<file path="config.mk">
export PLATFORM = sky130hd
export DESIGN_NAME = timer_count_latch_readback
export DESIGN_NICKNAME = d
export VERILOG_FILES = /design/src/hold_latch_unit.v /design/src/timer_count_latch_readback.v
export VERILOG_INCLUDE_DIRS = /design/src
export SDC_FILE = /design/constraint.sdc
export NUM_CORES = 1
export LEC_CHECK = 0
export BUFFER_PORTS_ARGS = -buffer_cell sky130_fd_sc_hd__buf_2
export CAP_MARGIN = 25
export CELL_PAD_IN_SITES_DETAIL_PLACEMENT = 2
export CELL_PAD_IN_SITES_GLOBAL_PLACEMENT = 2
export CORE_AREA = 2 2 133 135
export CTS_CLUSTER_SIZE = 40
export DETAILED_ROUTE_END_ITERATION = 7
export DIE_AREA = 0 0 135 137
export PLACE_DENSITY_LB_ADDON = 0.1
export SLEW_MARGIN = 20
export SYNTH_ARGS = -nofsm -noshare
export SYNTH_HDL_FRONTEND = slang
export SYNTH_SLANG_ARGS = --single-unit
</file>
<file path="constraint.sdc">
create_clock -name clk -period 2.35 [get_ports clk]
set_clock_uncertainty 0.15 [all_clocks]
set_input_delay 0.47 -clock clk [delete_from_list [all_inputs] [get_ports clk]]
set_output_delay 0.47 -clock clk [all_outputs]
set_load 0.1 [all_outputs]
</file>
<file path="src/timer_latch_consts.vh">
/*
  Addresses, field positions, reset values and counter indices for the
  count-latch and read-back logic. Assumes a 16-bit I/O address bus.
*/
`ifndef TIMER_LATCH_CONSTS_VH
`define TIMER_LATCH_CONSTS_VH

// I/O addresses
`define ADDR_DATA_CNT0    16'h0040
`define ADDR_DATA_CNT2    16'h0042
`define ADDR_DATA_CNT3    16'h0044
`define ADDR_CTRL_CNT02   16'h0043
`define ADDR_CTRL_CNT3    16'h0047

// Control word fields
`define SEL_HI_BIT        7
`define SEL_LO_BIT        6
`define FMT_HI_BIT        5
`define FMT_LO_BIT        4
`define SEL_CNT0          2'h0
`define SEL_CNT2          2'h2
`define SEL_READBACK      2'h3
`define SEL_CNT3          2'h0
`define FMT_LATCH         2'h0
`define FMT_LSB           2'h1
`define FMT_MSB           2'h2
`define FMT_LSB_MSB       2'h3

// Inspection command fields, active low capture bits
`define RB_COUNT_N_BIT    5
`define RB_STATUS_N_BIT   4
`define RB_CNT0_BIT       1
`define RB_CNT3_BIT       2
`define RB_CNT2_BIT       3

// Counter indices inside this block
`define IDX_CNT0          0
`define IDX_CNT2          1
`define IDX_CNT3          2

// Setup reset value: two-byte access, mode 0, binary
`define CFG_RESET         6'h30

`endif

</file>
<file path="src/hold_latch_unit.v">
/*
  Output hold latches of one counter: frozen count, captured status
  byte and the two-byte read pointer. Assumes one-cycle strobes from
  the decoder in the top module.
*/
`timescale 1ns/1ps
`include "timer_latch_consts.vh"

module hold_latch_unit
(
  // Clock and reset
  input  wire        clk,
  input  wire        reset,
  // Live counter state
  input  wire [15:0] live_count,
  input  wire [7:0]  status_in,
  input  wire [1:0]  rw_fmt,
  // Strobes
  input  wire        freeze_cnt,
  input  wire        freeze_sts,
  input  wire        release_all,
  input  wire        rd_stb,
  // Read data and hold state
  output wire [7:0]  rd_byte,
  output reg         count_held_q,
  output reg         status_held_q
);

  reg  [15:0] count_q;
  reg  [7:0]  status_q;
  reg         msb_next_q;
  wire [15:0] src;
  wire        take_msb;

  // Follow live count unless frozen
  assign src      = count_held_q ? count_q : live_count;
  assign take_msb = (rw_fmt == `FMT_MSB) ||
                    ((rw_fmt == `FMT_LSB_MSB) && msb_next_q);
  // Status first, then count bytes
  assign rd_byte  = status_held_q ? status_q :
                    (take_msb ? src[15:8] : src[7:0]);

  always @(posedge clk)
  begin
    if (reset)
    begin
      count_q       <= 16'h0000;
      status_q      <= 8'h00;
      count_held_q  <= 1'b0;
      status_held_q <= 1'b0;
      msb_next_q    <= 1'b0;
    end
    else if (release_all)
    begin
      // Reprogram frees the latches
      count_held_q  <= 1'b0;
      status_held_q <= 1'b0;
      msb_next_q    <= 1'b0;
    end
    else
    begin
      if (rd_stb)
      begin
        if (status_held_q)
          status_held_q <= 1'b0;
        else if ((rw_fmt == `FMT_LSB_MSB) && !msb_next_q)
          msb_next_q <= 1'b1;
        else
        begin
          msb_next_q   <= 1'b0;
          count_held_q <= 1'b0;
        end
      end
      // A pending frozen count blocks a new freeze
      if (freeze_cnt && !count_held_q)
      begin
        count_q      <= live_count;
        count_held_q <= 1'b1;
      end
      if (freeze_sts && !status_held_q)
      begin
        status_q      <= status_in;
        status_held_q <= 1'b1;
      end
    end
  end

endmodule

</file>
<file path="src/timer_count_latch_readback.v">
/*
  Count-latch, read-back and status capture for timer counters 0, 2
  and 3. Assumes host I/O strobes last one clock and the counting
  elements, output pins and load pulses come from outside.
*/
// Summary of operation
// - Freeze command copies live count to latches
// - Frozen count held until read or reprogram
// - Repeat freeze before read is ignored
// - Each counter freezes independently of others
// - Inspection gives count, mode, pin, null flag
// - Count bit low freezes each selected count
// - Inspected counts held until read or reprogram
// - Status bit low captures status per counter
// - Status held until data read or reprogram
// - Status bits 0-5 echo last setup; counter 3 stores only LSB-format setups, format in bits 4-5, bits 0-3 read 0
// - Status bit 7 shows output pin level
// - Setup words decode at 043H and 047H
`timescale 1ns/1ps
`include "timer_latch_consts.vh"

module timer_count_latch_readback
(
  // Clock and reset
  input  wire        clk,
  input  wire        reset,
  // Host I/O bus
  input  wire [15:0] io_addr,
  input  wire        io_wr,
  input  wire        io_rd,
  input  wire [7:0]  io_wdata,
  output reg  [7:0]  io_rdata_q,
  // Live counter state, index 0 cnt0, 1 cnt2, 2 cnt3
  input  wire [15:0] live_count0,
  input  wire [15:0] live_count2,
  input  wire [15:0] live_count3,
  input  wire [2:0]  out_level,
  input  wire [2:0]  count_loaded,
  // Programmed setup and flags
  output reg  [17:0] setup_q,
  output reg  [2:0]  null_count_q,
  output reg  [2:0]  count_held_q,
  output reg  [2:0]  status_held_q
);

  wire        wr_ctrl02;
  wire        wr_ctrl3;
  wire [1:0]  sel;
  wire [1:0]  fmt;
  wire [2:0]  data_hit;
  wire [2:0]  rb_mask;
  reg  [2:0]  freeze_cnt;
  reg  [2:0]  freeze_sts;
  reg  [2:0]  reprogram;
  wire [2:0]  rd_stb;
  wire [2:0]  wr_data;
  wire [23:0] rd_bytes;
  wire [47:0] live_all;
  wire [2:0]  cnt_held_w;
  wire [2:0]  sts_held_w;
  reg  [7:0]  rdata_d;
  wire [2:0]  null_set;
  wire        rb_take_cnt;
  wire        rb_take_sts;

  // Address compare used for every port
  function hit;
    input [15:0] a;
    input [15:0] ref_addr;
    begin
      hit = (a == ref_addr);
    end
  endfunction

  assign wr_ctrl02 = io_wr && hit(io_addr, `ADDR_CTRL_CNT02);
  assign wr_ctrl3  = io_wr && hit(io_addr, `ADDR_CTRL_CNT3);
  assign sel = io_wdata[`SEL_HI_BIT:`SEL_LO_BIT];
  assign fmt = io_wdata[`FMT_HI_BIT:`FMT_LO_BIT];
  assign data_hit = {hit(io_addr, `ADDR_DATA_CNT3),
                     hit(io_addr, `ADDR_DATA_CNT2),
                     hit(io_addr, `ADDR_DATA_CNT0)};
  assign rd_stb  = io_rd ? data_hit : 3'h0;
  assign wr_data = io_wr ? data_hit : 3'h0;
  assign rb_mask = {io_wdata[`RB_CNT3_BIT], io_wdata[`RB_CNT2_BIT],
                    io_wdata[`RB_CNT0_BIT]};
  assign live_all = {live_count3, live_count2, live_count0};
  assign rb_take_cnt = !io_wdata[`RB_COUNT_N_BIT];
  assign rb_take_sts = !io_wdata[`RB_STATUS_N_BIT];
  assign null_set    = wr_data | reprogram;

  // Command decode
  always @*
  begin
    freeze_cnt = 3'h0;
    freeze_sts = 3'h0;
    reprogram  = 3'h0;
    if (wr_ctrl02)
    begin
      case (sel)
        `SEL_CNT0:
        begin
          if (fmt == `FMT_LATCH)
            freeze_cnt[`IDX_CNT0] = 1'b1;
          else
            reprogram[`IDX_CNT0] = 1'b1;
        end
        `SEL_CNT2:
        begin
          if (fmt == `FMT_LATCH)
            freeze_cnt[`IDX_CNT2] = 1'b1;
          else
            reprogram[`IDX_CNT2] = 1'b1;
        end
        `SEL_READBACK:
        begin
          if (rb_take_cnt)
            freeze_cnt = rb_mask;
          if (rb_take_sts)
            freeze_sts = rb_mask;
        end
        default:
        begin
          freeze_cnt = 3'h0;
        end
      endcase
    end
    else if (wr_ctrl3 && (sel == `SEL_CNT3))
    begin
      case (fmt)
        `FMT_LATCH:
          freeze_cnt[`IDX_CNT3] = 1'b1;
        `FMT_LSB:
          reprogram[`IDX_CNT3] = 1'b1;
        default:
          reprogram = 3'h0;
      endcase
    end
  end

  genvar i;
  generate
    for (i = 0; i < 3; i = i + 1)
    begin : g_cnt
      wire [7:0] status_in;
      // Pin level, null flag, last setup
      assign status_in = {out_level[i], null_count_q[i],
                          setup_q[6*i+5:6*i]};
      hold_latch_unit u_hold
      (
        .clk           (clk),
        .reset         (reset),
        .live_count    (live_all[16*i+15:16*i]),
        .status_in     (status_in),
        .rw_fmt        (setup_q[6*i+5:6*i+4]),
        .freeze_cnt    (freeze_cnt[i]),
        .freeze_sts    (freeze_sts[i]),
        .release_all   (reprogram[i]),
        .rd_stb        (rd_stb[i]),
        .rd_byte       (rd_bytes[8*i+7:8*i]),
        .count_held_q  (cnt_held_w[i]),
        .status_held_q (sts_held_w[i])
      );
    end
  endgenerate

  // Read data mux
  always @*
  begin
    case (rd_stb)
      3'h1:    rdata_d = rd_bytes[7:0];
      3'h2:    rdata_d = rd_bytes[15:8];
      3'h4:    rdata_d = rd_bytes[23:16];
      default: rdata_d = io_rdata_q;
    endcase
  end

  integer k;
  always @(posedge clk)
  begin
    if (reset)
    begin
      io_rdata_q    <= 8'h00;
      count_held_q  <= 3'h0;
      status_held_q <= 3'h0;
    end
    else
    begin
      io_rdata_q    <= rdata_d;
      count_held_q  <= cnt_held_w;
      status_held_q <= sts_held_w;
    end
  end

  // Programmed setup and null count flags
  always @(posedge clk)
  begin
    if (reset)
    begin
      setup_q      <= {3{`CFG_RESET}};
      null_count_q <= 3'h0;
    end
    else
    begin
      if (reprogram[`IDX_CNT0])
        setup_q[5:0] <= io_wdata[5:0];
      if (reprogram[`IDX_CNT2])
        setup_q[11:6] <= io_wdata[5:0];
      if (reprogram[`IDX_CNT3])
        setup_q[17:12] <= {fmt, 4'h0};
      for (k = 0; k < 3; k = k + 1)
      begin
        // New count sets, transfer clears; set wins
        if (null_set[k])
          null_count_q[k] <= 1'b1;
        else if (count_loaded[k])
          null_count_q[k] <= 1'b0;
      end
    end
  end

endmodule

</file>
After elaboration in Yosys (flattened, before gate mapping)
Cells that the tools add are included.
{"block": "word_totals", "out_inout_bits": 35, "reg_bits": 108, "input_bits": 82, "word_cells": 165}
{"block": "classes", "reduce_logical": 54, "n_mux": 57, "bitwise_logic": 7, "n_eq_ne": 23}
{"operator": "== test 16 x 7 -> 1 bit (second input constant)", "n": 5}
{"operator": "2-to-1 mux 16 bit", "n": 3}
{"operator": "2-to-1 mux 8 bit", "n": 6}
{"operator": "2-to-1 mux 1 bit", "n": 36}
{"operator": "one-hot mux 8 bit (3 select lines)", "n": 1}
{"operator": "2-to-1 mux 3 bit", "n": 7}
{"operator": "AND reduction 2 bit", "n": 9}
{"operator": "nonzero test 2 bit", "n": 9}
{"operator": "== test 2 bit (second input constant)", "n": 8}
{"operator": "logical AND 1 bit", "n": 15}
{"operator": "inequality test 2 bit (second input constant)", "n": 6}
{"operator": "zero test 1 bit", "n": 9}
{"operator": "AND reduction 3 bit", "n": 3}
{"operator": "inverter 1 bit", "n": 6}
{"operator": "OR reduction 2 bit", "n": 3}
{"operator": "zero test 2 bit", "n": 2}
{"operator": "2-to-1 mux 2 bit", "n": 2}
{"operator": "one-hot mux 1 bit (2 select lines)", "n": 2}
{"operator": "== test 3 x 1 -> 1 bit (second input constant)", "n": 1}
{"operator": "== test 3 x 2 -> 1 bit (second input constant)", "n": 1}
{"operator": "== test 3 bit (second input constant)", "n": 1}
{"operator": "logical OR 1 bit", "n": 3}
{"operator": "OR 3 bit", "n": 1}
{"operator": "nonzero test 3 bit", "n": 1}
{"operator": "== test 2 x 1 -> 1 bit (second input constant)", "n": 1}

Depth between registers and ports, before layout
Gate-level depths: netlist of the first run.
{"block": "logic_depth", "depth_word": 8, "depth_mapped": 10, "ltp_nobuf": 8}

Modules after synthesis
From an unflattened synthesis of the first run, not the netlist that was laid out.
{"block": "hier_totals", "hier_cells": 684, "area_unflattened_um2": 6080.8}
{"mod": "hold_latch_unit", "cells_per_inst": 166, "area_each_um2": 1466.4, "seq_area_each_um2": 540.5, "instances": 3}
{"mod": "timer_count_latch_readback", "cells_per_inst": 186, "area_each_um2": 1681.6, "seq_area_each_um2": 620.6, "instances": 1}

Worst setup path after synthesis of the first run
No wires, ideal clock.
{"block": "synth_timing", "path_type": "register -> register", "from": "register setup_q[11]", "to": "register io_rdata_q[4]", "path_slack_ps": -407, "path_stages_with_launch": 7, "setup_time_ps": 131, "arrival_ps": 2476, "n_path_buf": 1, "required_ps": 2069, "period_less_slack_ps": 2757, "cell_sequence": "dfxtp_1 > and2_1 > clkbuf_1 > mux4_2 > mux2_2 > a211oi_1 > nor3_1"}
{"block": "synth_between", "elab_chain_cells": 6, "word_cells_on_any_way": 7, "cone_classes": "eq/ne (2); mux (3); reduce/logical (2)"}
{"element": "start: declaration", "line_no": "timer_count_latch_readback.v:40", "source": "output reg [17:0] setup_q,"}
{"element": "start signal: assignment", "line_no": "timer_count_latch_readback.v:199", "source": "setup_q <= {3{`CFG_RESET}};"}
{"element": "start signal: assignment", "line_no": "timer_count_latch_readback.v:207", "source": "setup_q[11:6] <= io_wdata[5:0];"}
{"element": "== test 2 bit (no line)"}
{"element": "logical AND 1 bit", "line_no": "hold_latch_unit.v:38", "source": "((rw_fmt == `FMT_LSB_MSB) && msb_next_q);"}
{"element": "logical OR 1 bit (*)", "line_no": "hold_latch_unit.v:37", "source": "assign take_msb = (rw_fmt == `FMT_MSB) ||"}
{"element": "2-to-1 mux 8 bit (*)", "line_no": "hold_latch_unit.v:41", "source": "(take_msb ? src[15:8] : src[7:0]);"}
{"element": "2-to-1 mux 8 bit (*)", "line_no": "hold_latch_unit.v:40", "source": "assign rd_byte = status_held_q ? status_q :"}
{"element": "one-hot mux 8 bit (3 select lines) (*)", "line_no": "timer_count_latch_readback.v:169", "source": "case (rd_stb)"}
{"element": "end signal: assignment", "line_no": "timer_count_latch_readback.v:188", "source": "io_rdata_q <= rdata_d;"}
{"element": "end: declaration", "line_no": "timer_count_latch_readback.v:32", "source": "output reg [7:0] io_rdata_q,"}
Mark *: on every way between the ends. The rest lies on a longest branch, timed or not.
A chain may end at the register's enable or synchronous reset.

Worst setup path after layout of the first run
{"block": "layout_timing", "from": "input io_addr[3]", "to": "register io_rdata_q[5]"}
{"block": "layout_between", "elab_chain_cells": 4, "word_cells_on_any_way": 9, "cone_classes": "eq/ne (6); mux (2); reduce/logical (1)"}
{"element": "start: declaration", "line_no": "timer_count_latch_readback.v:28", "source": "input wire [15:0] io_addr,"}
{"element": "== test 16 x 7 -> 1 bit", "line_no": "timer_count_latch_readback.v:71", "source": "hit = (a == ref_addr);"}
{"element": "2-to-1 mux 3 bit (*)", "line_no": "timer_count_latch_readback.v:82", "source": "assign rd_stb = io_rd ? data_hit : 3'h0;"}
{"element": "== test 3 bit (tied with other cells)", "line_no": "timer_count_latch_readback.v:169"}
{"element": "one-hot mux 8 bit (3 select lines) or nonzero test 3 bit (tied branches)"}
Marks and branches as above.

==> results.ini, run 1 <==
[routing]
vias_per_cell=5.14
firstDrtPassIters=4
vias=5030
wl_per_cell_um=20.0
dr_wl_met2_um=9820
wl_met3_um=639
drt_wl_total_um=19500
drtIter0Drc=191
drt-met1-wl_um=8770
drcViolationCount=0
top_layer=met4
final_antenna_net_count=0

[worst_setup_path]
r2r_cells=5
cp_max_fo=6
cp-start-kind=input port
cp-end-kind=flop
timing.rr.start=g_cnt[1].u_hold.count_held_q$_SDFFE_PP0P_
rrSetupSlack_ns=0.22
critical_path_required_ns=2.43
crit_arrival_ns=2.25
crit_type=in2reg
reg2reg_to=io_rdata_q[7]$_SDFFE_PP0P_

[clock_tree]
clockBufferDepth=2
cts_buffers=9
holdBufCountCts=0
cts_sinks=108
cts_tree=built
postCtsSetupBuffers=0
h-tree-depth=3
clkLatencyLatePin_ns=0.35
root_buffer=clkbuf_16
ctsResizeCount=0
clkTransAtPathRegs_ns=0.07

[synth]
synth_cell_types=60
synth_warnings=0
async_flop_share_pct=0
synthFlopType=dfxtp_1
syn_avg_cell_area_um2=8.84
synth-edff-count=0
syn_inst=609
synth_area_um2=5390
synth_seq_area_share_pct=40.1
ys_ff_latch=108

[min_path]
min_to=g_cnt[2].u_hold.status_q[7]$_SDFFE_PP0P_
min_from=out_level[2]
hold_depth=3
min_path_type=in2reg

[layout]
nets=833
final_area_um2=6810
multi_input_area_um2=2980
layout_commonest_cell=buf_2
area_growth_pct=26.5
regArea_um2=2170
final_cell_mix=buf_2 (112), dfxtp_1 (102), nor2_1 (90), mux2i_1 (64), nand2_1 (56)
diodes=0
fillCellCount=1940
stdcell_count=978
drive_gt1_share_pct=30.8
fin_util_pct=40.0

[floorplanning]
rows=48
num_io_pins=117
core_um2=17100
die_w_um=135
initial_utilization_pct=31.6
die_y_um=137
dieArea_um2=18500

[placement]
dp.cells=962
placed_cell_area_um2=6530
gp_congestion=0.835
io_buffers=112
hpwl_um=15300

[power]
power.leakage_nw=3.03
ir_drop_mv=0.340
p_per_area_nw_per_um2=525

[global_route]
track_usage_pct=22.0
grt_overflow=0
grt_pass1_vias=5638
grt_max_degree=40
antenna_found_initial=0
grt_pass1_wl_um=31000

[sta]
slew_violations=0
slew_headroom_pct=60.4
fin_crit_ns=2.17
rsz0062_at_grt=false
hold_viol=0
timing.fmax_mhz=460
worst_pin_slew_ns=0.588
period_share_pct=92.5
whs_ns=0.196
setup_viol=0

[job]
drv_cap=0

[status]
outcome=complete, no violations

==> cells in the mapped netlist (3+ instances only) <==
master	n	area share (%)
nand3_1	5	0.46
mux4_2	8	3.3
mux2_2	7	1.5
nor3b_1	6	0.84
a31oi_1	6	0.70
o21bai_1	3	0.42
a21oi_1	49	4.6
a31o_2	7	1.1
nand2b_1	8	0.93
dfxtp_1	108	40
buf_4	6	0.84
or2_2	5	0.58
mux2i_1	64	12
nand4_1	3	0.35
o41ai_1	3	0.49
and3_1	16	1.9
nand3b_1	4	0.56
clkbuf_1	30	2.1
nor3_2	3	0.56
o21ai_0	4	0.37
a2111oi_0	4	0.65
or3_1	3	0.35
ha_1	3	0.70
and2_1	3	0.35
nor2_1	90	6.3
inv_1	11	0.77
buf_2	4	0.37
o22ai_1	4	0.46
nor3_1	12	1.1
buf_6	3	0.63
nor2b_1	11	1.3
nand4_2	3	0.70
nor4_1	4	0.46
a211oi_1	19	2.6
nand2_1	56	3.9
==> where the power goes <==
part / total, mW / switching [mW] / internal, mW
Clock: 1.46 / 0.710 / 0.751
Combinational: 0.288 / 0.175 / 0.112
Sequential: 1.83 / 0.00000789 / 1.83
Total: 3.58 / 0.885 / 2.69
==> cell families (layout without fill, tap and decap cells) <==
kind of cell | after synthesis | in the layout | synth area share (%)
flip-flops | 108 | 108 | 40.1
adder cells (fa/ha/maj) | 3 | 3 | 0.697
AND/OR/NAND/NOR | 251 | 251 | 24.2
XOR/XNOR | 1 | 1 | 0.163
AO/OA/AOI/OAI | 111 | 111 | 13.3
buffers and inverters | 55 | 196 | 4.76
multiplexers | 79 | 79 | 16.7
other | 1 | 4 | 0.0696
==> per-stage QoR <==
step	setup TNS [ns]	setup WS (ns)	power, mW
2_1_floorplan	0	0.0166	2.00
3_3_place_gp	-0.900	-0.141	2.15
3_5_place_dp	-4.61	-0.201	2.16
4_1_cts	0	0.173	3.63
5_1_grt	0	0.0258	3.73
6_report	0	0.177	3.58
==> cell type report <==
type,instances,share of cell area [%]
well taps,225,4.13
clock buffers,11,3.56
inverters,12,0.661
flip-flops and latches,108,31.9
repair buffers,168,15.5
multi-input cells,449,43.7
clock inverters,5,0.551
==> layer usage <==
metal  vias to the layer above  GRT usage (%)
met5                         -              0
li1                       2432              -
met3                        19           3.11
met2                        98           39.6
met4                         0           5.84
met1                      2481           27.5
==> critical path, stage by stage <==
cell,delay [ns]
buf_2,0.12
nor4_4,0.33
nand4_2,0.29
nor3_2,0.39
nor4_1,0.15
a2111oi_0,0.36
a211oi_1,0.14
==> sequential cells by signal (all words and copies together) (netlist names) <==
name	flops
g_cnt.u_hold.count_q	48
g_cnt.u_hold.status_q	20
setup_q	14
io_rdata_q	8
count_held_q	3
g_cnt.u_hold.count_held_q	3
g_cnt.u_hold.msb_next_q	3
g_cnt.u_hold.status_held_q	3
null_count_q	3
status_held_q	3
==> worst max path at each step <==
stage	startpoint	to	slack (ns)	depth (start not counted)
after detailed placement	io_addr[3]	io_rdata_q[2]$_SDFFE_PP0P_	-0.20	7
after global routing	io_addr[3]	io_rdata_q[2]$_SDFFE_PP0P_	0.03	7
after CTS	io_addr[3]	io_rdata_q[5]$_SDFFE_PP0P_	0.17	7
after global placement	io_addr[3]	io_rdata_q[5]$_SDFFE_PP0P_	-0.14	7
after floorplan	setup_q[10]$_SDFFE_PP1P_	io_rdata_q[4]$_SDFFE_PP0P_	0.02	7
final	io_addr[3]	io_rdata_q[5]$_SDFFE_PP0P_	0.18	7
(Power assumes the default switching activity.)
==> run 2, diff against run 1 <==
--- a/config.mk
+++ b/config.mk
@@ -15,6 +15,7 @@
 export DETAILED_ROUTE_END_ITERATION = 7
 export DIE_AREA = 0 0 135 137
 export PLACE_DENSITY_LB_ADDON = 0.1
+export REMOVE_ABC_BUFFERS = 1
 export SLEW_MARGIN = 20
 export SYNTH_ARGS = -nofsm -noshare
 export SYNTH_HDL_FRONTEND = slang
==> constraint.sdc (replaced) <==
create_clock -name clk -period 2.2 [get_ports clk]
set_clock_uncertainty 0.15 [all_clocks]
set_input_delay 0.44 -clock clk [delete_from_list [all_inputs] [get_ports clk]]
set_output_delay 0.44 -clock clk [all_outputs]
set_load 0.1 [all_outputs]
==> run 2 against run 1 <==
  * Clock-buffer cell count did not move
  * Final area rose by 3.5%
  * Cell count rose by 1.8%
  * Sequential share of layout area fell by 1.2 points
  * Register-to-register slack got worse by 0.08 ns
  * Utilization rose by 1.4 points
  * Non-clock buffer count rose by 18
  * Sequential cell count did not move
  * Die area did not move
  * Critical path depth did not move
  * Critical path type unchanged
  * Largest power group unchanged
==> results.ini, run 2 (synthesis results as in run 1) <==
[clock_tree]
clkLatencyLatePin_ns=0.36  ; was 0.35 ns
cts_tree=built  ; unchanged
clkTransAtPathRegs_ns=0.08  ; was 0.07 ns
h-tree-depth=3  ; unchanged
clockBufferDepth=2  ; unchanged
cts_sinks=108  ; unchanged
root_buffer=clkbuf_16  ; unchanged
cts_buffers=9  ; unchanged

[floorplanning]
core_um2=17100  ; unchanged
die_y_um=137  ; unchanged
die_w_um=135  ; unchanged
rows=48  ; unchanged
initial_utilization_pct=31.6  ; unchanged
dieArea_um2=18500  ; unchanged
num_io_pins=117  ; unchanged

[sta]
rsz0062_at_grt=true  ; was false
slew_violations=0  ; unchanged
timing.fmax_mhz=473
slew_headroom_pct=55.3  ; was 60.4%
worst_pin_slew_ns=0.670  ; was 0.588 ns
period_share_pct=96.1
fin_crit_ns=2.11
whs_ns=0.184  ; was 0.196 ns
setup_tns_ns=0  ; unchanged
setup_viol=0  ; unchanged
hold_viol=0  ; unchanged

[global_route]
grt_overflow=0  ; unchanged
grt_pass1_wl_um=30900  ; was 31000 um
antenna_found_initial=0  ; unchanged
grt_pass1_vias=5639  ; was 5638
track_usage_pct=21.7  ; was 22.0%
grt_max_degree=60  ; was 40

[layout]
area_growth_pct=30.9  ; was 26.5%
regMostFlops=g_cnt.u_hold.count_q  ; unchanged
drive_gt1_share_pct=32.8  ; was 30.8%
stdcell_count=996  ; was 978
multi_input_area_um2=3040  ; was 2980 um2
final_cell_mix=buf_2 (111), dfxtp_1 (108), nor2_1 (89), buf_4 (70), mux2i_1 (64)  ; was buf_2 (112), dfxtp_1 (102), nor2_1 (90), mux2i_1 (64), nand2_1 (56)
diodes=0  ; unchanged
fin_util_pct=41.3  ; was 40.0%
layout_commonest_cell=buf_2  ; unchanged
fillCellCount=1953  ; was 1940
nets=851  ; was 833
largest_reg_flops=48  ; unchanged
regArea_um2=2160  ; was 2170 um2
largestRegisters=g_cnt.u_hold.count_q: 48 flops, g_cnt.u_hold.status_q: 20 flops, setup_q: 14 flops  ; unchanged

[power]
pwr-share-clk_pct=45.0  ; was 40.9%
p_comb_share_pct=7.5  ; was 8.0%
switching_share_pct=23.6  ; was 24.8%
ir_drop_mv=0.341  ; was 0.340 mV
power.total_mw=4.11  ; was 3.58 mW
internal_power_mw=3.14  ; was 2.69 mW
p_per_area_nw_per_um2=583  ; was 525 nW/um2
power.leakage_nw=3.17  ; was 3.03 nW
seq_power_share_pct=47.5  ; was 51.1%
p_sw_mw=0.969  ; was 0.885 mW

[job]
drv_cap=0  ; unchanged

[placement]
dp.cells=980  ; was 962
gp_congestion=0.781  ; was 0.835
io_buffers=112  ; unchanged
hpwl_um=15300  ; about the same

[worst_setup_path]
critical_path_required_ns=2.26  ; was 2.43 ns
r2r_cells=6  ; was 5
cp_max_fo=6  ; unchanged
rrSetupSlack_ns=0.14  ; was 0.22 ns
cp-end-kind=flop  ; unchanged
reg2reg_to=io_rdata_q[5]$_SDFFE_PP0P_  ; was io_rdata_q[7]$_SDFFE_PP0P_
timing.rr.start=setup_q[16]$_SDFFE_PP1P_  ; was g_cnt[1].u_hold.count_held_q$_SDFFE_PP0P_
cp-start-kind=input port  ; unchanged
crit_arrival_ns=2.17  ; was 2.25 ns
crit_type=in2reg  ; unchanged

[routing]
drtIter0Drc=230  ; was 191
vias=5102  ; was 5030
firstDrtPassIters=4  ; unchanged
wl_per_cell_um=19.5  ; was 20.0 um
drt_wl_total_um=19400  ; was 19500 um
drcViolationCount=0  ; unchanged
final_antenna_net_count=0  ; unchanged
vias_per_cell=5.12  ; was 5.14

[min_path]
hold_depth=3  ; unchanged
min_from=live_count0[10]  ; was out_level[2]
min_to=g_cnt[0].u_hold.count_q[10]$_SDFFE_PP0P_  ; was g_cnt[2].u_hold.status_q[7]$_SDFFE_PP0P_
min_path_type=in2reg  ; unchanged

[status]
outcome=complete, no violations  ; unchanged

## run 2: changes by cell type in the layout (fill, tap and decap cells not counted), sizes merged
cell / previous run / this run
buf: 168 / 186
bufinv: 0 / 2
clkinvlp: 2 / 0
clkinv: 4 / 3
inv: 11 / 12
## run 2: power by group through the flow
stage          Combinational, mW  Clock [mW]  Sequential (mW)
4_1_cts                    0.308        1.89             1.95
2_1_floorplan              0.101           0             2.00
6_report                   0.308        1.85             1.95
3_3_place_gp               0.294           0             2.00
5_1_grt                    0.334        1.98             1.95
3_5_place_dp               0.304           0             2.00
## run 2: per-layer routing
metal | part of all wire (%) | global-route usage (%)
met4 | 1.3 | 5.67
met3 | 2.8 | 3.04
met2 | 50 | 38.5
met1 | 46 | 27.6
met5 | 0 | 0
## run 2: final cells by class
class                      instances  share of cell area [%]
inverter                          12                   0.639
sequential                       108                    30.7
clock inverter                     5                    1.17
timing repair buffer             186                    16.8
multi-input combinational        449                    43.2
clock buffer                      11                    3.59
tap                              225                    3.99
## run 2: timing repair
| item | in CTS | in global routing |
|---|---|---|
| hold buffers | 0 | 0 |
| gates resized for setup | 4 | 10 |
| hold endpoints to repair | 0 | 0 |
| pin swaps | 0 | 0 |
| setup endpoints to repair | 2 | 8 |
| buffers inserted | 0 | 0 |
## run 2: worst max-delay path, stage by stage
cell	delay, ns
buf_2	0.13
nor4_4	0.43
nand4_4	0.23
nor3_4	0.31
nor4_1	0.15
a2111oi_2	0.35
a211oi_1	0.14
## run 2: per-stage QoR
| step | worst slack [ns] | instance area, um2 |
|---|---|---|
| after CTS | 0.00562 | 7000 |
| after detailed placement | -0.674 | 6650 |
| final | 0.0859 | 7050 |
| after global placement | -0.594 | 6650 |
| after floorplan | -0.648 | 5190 |
| after global routing | -0.0300 | 7050 |
## run 2: worst max-delay path by stage
stage                                  start                         end  slack, ns  cells after the start
finish                            io_addr[3]  io_rdata_q[5]$_SDFFE_PP0P_       0.09                      7
global route                      io_addr[3]  io_rdata_q[4]$_SDFFE_PP0P_      -0.03                      7
floorplan           setup_q[10]$_SDFFE_PP1P_  io_rdata_q[4]$_SDFFE_PP0P_      -0.65                      6
detailed placement                io_addr[3]  io_rdata_q[5]$_SDFFE_PP0P_      -0.67                      7
CTS                               io_addr[3]  io_rdata_q[1]$_SDFFE_PP0P_      0.006                      7
global placement                  io_addr[3]  io_rdata_q[5]$_SDFFE_PP0P_      -0.59                      7
==> run 3, diff against run 2 <==
--- a/config.mk
+++ b/config.mk
@@ -10,10 +10,10 @@
 export CAP_MARGIN = 25
 export CELL_PAD_IN_SITES_DETAIL_PLACEMENT = 2
 export CELL_PAD_IN_SITES_GLOBAL_PLACEMENT = 2
-export CORE_AREA = 2 2 133 135
+export CORE_AREA = 2 2 120 151
 export CTS_CLUSTER_SIZE = 40
 export DETAILED_ROUTE_END_ITERATION = 7
-export DIE_AREA = 0 0 135 137
+export DIE_AREA = 0 0 122 153
 export PLACE_DENSITY_LB_ADDON = 0.1
 export REMOVE_ABC_BUFFERS = 1
 export SLEW_MARGIN = 20
==> run 3 against run 2 <==
  * Clock-buffer cell count is 2 lower
  * Clock power is 6% lower
  * Cell count is 0.10% higher
  * Sequential cell count stayed put
  * Global-route usage hardly changed
  * Utilization is 0.52 points lower
  * Critical path type is now reg2reg
  * Critical endpoint is now io_rdata_q[4]$_SDFFE_PP0P_
==> results.ini, run 3 (synthesis results as in run 1) <==
[power]
p_per_area_nw_per_um2=569  ; was 583 nW/um2
power.leakage_nw=3.15  ; was 3.17 nW
internal_power_mw=2.99  ; was 3.14 mW
switching_share_pct=25.4  ; was 23.6%
p_sw_mw=1.01  ; was 0.969 mW
seq_power_share_pct=48.8  ; was 47.5%
ir_drop_mv=0.323  ; was 0.341 mV
pwr-share-clk_pct=43.2  ; was 45.0%
p_comb_share_pct=8.0  ; was 7.5%

[worst_setup_path]
crit_type=reg2reg  ; was in2reg
endpoint=io_rdata_q[4]$_SDFFE_PP0P_  ; was io_rdata_q[5]$_SDFFE_PP0P_
rrSetupSlack_ns=0.10  ; was 0.14 ns
reg2reg_to=io_rdata_q[4]$_SDFFE_PP0P_  ; was io_rdata_q[5]$_SDFFE_PP0P_
crit_path_start=g_cnt[1].u_hold.msb_next_q$_SDFFE_PP0P_  ; was io_addr[3]
r2r_cells=7  ; was 6
cp-start-kind=flop  ; was input port
timing.rr.start=g_cnt[1].u_hold.msb_next_q$_SDFFE_PP0P_  ; was setup_q[16]$_SDFFE_PP1P_
cp_max_fo=6  ; unchanged
critical_path_required_ns=2.30  ; was 2.26 ns
cp-end-kind=flop  ; unchanged
crit_arrival_ns=2.19  ; was 2.17 ns

[placement]
placed_cell_area_um2=6690  ; was 6650 um2
hpwl_um=15700  ; was 15300 um
io_buffers=112  ; unchanged
dp_slack_ns=-0.259  ; was -0.674 ns
gp_congestion=0.776  ; was 0.781

[clock_tree]
cts_tree=built  ; unchanged
clkLatencyLatePin_ns=0.36  ; about the same
postCtsSetupBuffers=0  ; unchanged
h-tree-depth=3  ; unchanged
root_buffer=clkbuf_16  ; unchanged
clockBufferDepth=2  ; unchanged
cts_buffers=9  ; unchanged
cts_sinks=108  ; unchanged
clkTransAtPathRegs_ns=0.08  ; about the same

[routing]
vias_per_cell=5.13  ; was 5.12
wl_per_cell_um=20.0  ; was 19.5 um
final_antenna_net_count=0  ; unchanged
drtIter0Drc=149  ; was 230
drt_wl_total_um=19900  ; was 19400 um
vias=5119  ; was 5102
firstDrtPassIters=4  ; unchanged
drcViolationCount=0  ; unchanged

[status]
outcome=complete, no violations  ; unchanged

[layout]
regMostFlops=g_cnt.u_hold.count_q  ; unchanged
diodes=0  ; unchanged
area_growth_pct=30.5  ; was 30.9%
final_cell_mix=buf_2 (111), dfxtp_1 (108), nor2_1 (90), buf_4 (70), mux2i_1 (64)  ; was buf_2 (111), dfxtp_1 (108), nor2_1 (89), buf_4 (70), mux2i_1 (64)
regArea_um2=2160  ; unchanged
multi_input_area_um2=3010  ; was 3040 um2
fillCellCount=1965  ; was 1953
largest_reg_flops=48  ; unchanged
nets=853  ; was 851
largestRegisters=g_cnt.u_hold.count_q: 48 flops, g_cnt.u_hold.status_q: 20 flops, setup_q: 14 flops  ; unchanged
layout_commonest_cell=buf_2  ; unchanged
final_area_um2=7030  ; was 7050 um2
drive_gt1_share_pct=32.9  ; was 32.8%

[global_route]
antenna_found_initial=0  ; unchanged
grt_max_degree=50  ; was 60
grt_pass1_wl_um=31300  ; was 30900 um
grt_overflow=0  ; unchanged
track_usage_pct=21.7  ; about the same
grt_pass1_vias=5617  ; was 5639

[floorplanning]
initial_utilization_pct=31.3  ; was 31.6%
die_y_um=153  ; was 137 um
dieArea_um2=18700  ; was 18500 um2
die_w_um=122  ; was 135 um
core_um2=17200  ; was 17100 um2
rows=54  ; was 48
num_io_pins=117  ; unchanged

[sta]
slew_violations=0  ; unchanged
setup_viol=0  ; unchanged
hold_viol=0  ; unchanged
worst_slack_ns=0.104  ; was 0.0859 ns
slew_headroom_pct=59.4  ; was 55.3%
rsz0062_at_grt=false  ; was true
whs_ns=0.180  ; was 0.184 ns
timing.fmax_mhz=477  ; was 473 MHz
period_share_pct=95.3  ; was 96.1%
worst_pin_slew_ns=0.609  ; was 0.670 ns
setup_tns_ns=0  ; unchanged
fin_crit_ns=2.10  ; was 2.11 ns

[job]
drv_cap=0  ; unchanged

[min_path]
min_from=out_level[1]  ; was live_count0[10]
min_path_type=in2reg  ; unchanged

[run 3: what timing repair did]
item | CTS | global route
pin swaps | 0 | 0
gates cloned | 0 | 0
hold buffers | 0 | 0
resized for setup | 1 | 9
setup endpoints to repair | 1 | 6
[run 3: final cells by class]
type                       count  area share (%)
clock buffer                   9            3.20
multi-input combinational    449            42.9
sequential                   108            30.8
clock inverter                 7            1.17
tap                          224            3.99
inverter                      12           0.641
timing repair buffer         188            17.4
[run 3: worst min-delay path by stage]
stage / to / slack (ns) / cells past startpoint
detailed placement: g_cnt[0].u_hold.count_q[0]$_SDFFE_PP0P_ / 0.30 / 2
global route: g_cnt[0].u_hold.status_q[7]$_SDFFE_PP0P_ / 0.18 / 3
global placement: g_cnt[0].u_hold.count_q[2]$_SDFFE_PP0P_ / 0.28 / 2
floorplan: g_cnt[0].u_hold.count_q[12]$_SDFFE_PP0P_ / 0.27 / 2
finish: g_cnt[1].u_hold.status_q[7]$_SDFFE_PP0P_ / 0.18 / 3
CTS: g_cnt[0].u_hold.count_q[10]$_SDFFE_PP0P_ / 0.17 / 3
[run 3: through the flow]
| step | total power, mW | util (%) | cells |
|---|---|---|---|
| finish | 4.00 | 40.8 | 997 |
| global route | 4.17 | 40.8 | 997 |
| CTS | 4.05 | 40.6 | 997 |
| detailed placement | 2.31 | 38.8 | 981 |
| global placement | 2.30 | 38.8 | 981 |
| floorplan | 2.10 | - | 569 |
[run 3: worst max-delay path: stages, from the launching register on]
cell and delay [ns]:
dfxtp_1 0.33, nand2b_1 0.15, and2_4 0.17, buf_12 0.11, mux4_2 0.49, mux2_2 0.32
a211oi_2 0.22, nor3_1 0.06
[run 3: layer usage]
layer / share of wire [%] / vias up / GRT usage, % / wire, um
met4: 1.4 / 0 / 6.08 / 280
li1: - / 2462 / - / -
met2: 54 / 81 / 41.0 / 10800
met5: 0 / - / 0 / 0
met3: 2.3 / 16 / 2.28 / 455
met1: 42 / 2560 / 25.5 / 8340
[run 3: power groups by stage]
stage / Clock (mW) / Combinational, mW / Sequential [mW]
floorplan: 0 / 0.101 / 2.00
global placement: 0 / 0.305 / 2.00
detailed placement: 0 / 0.316 / 2.00
CTS: 1.78 / 0.318 / 1.95
global route: 1.88 / 0.342 / 1.95
finish: 1.73 / 0.319 / 1.95
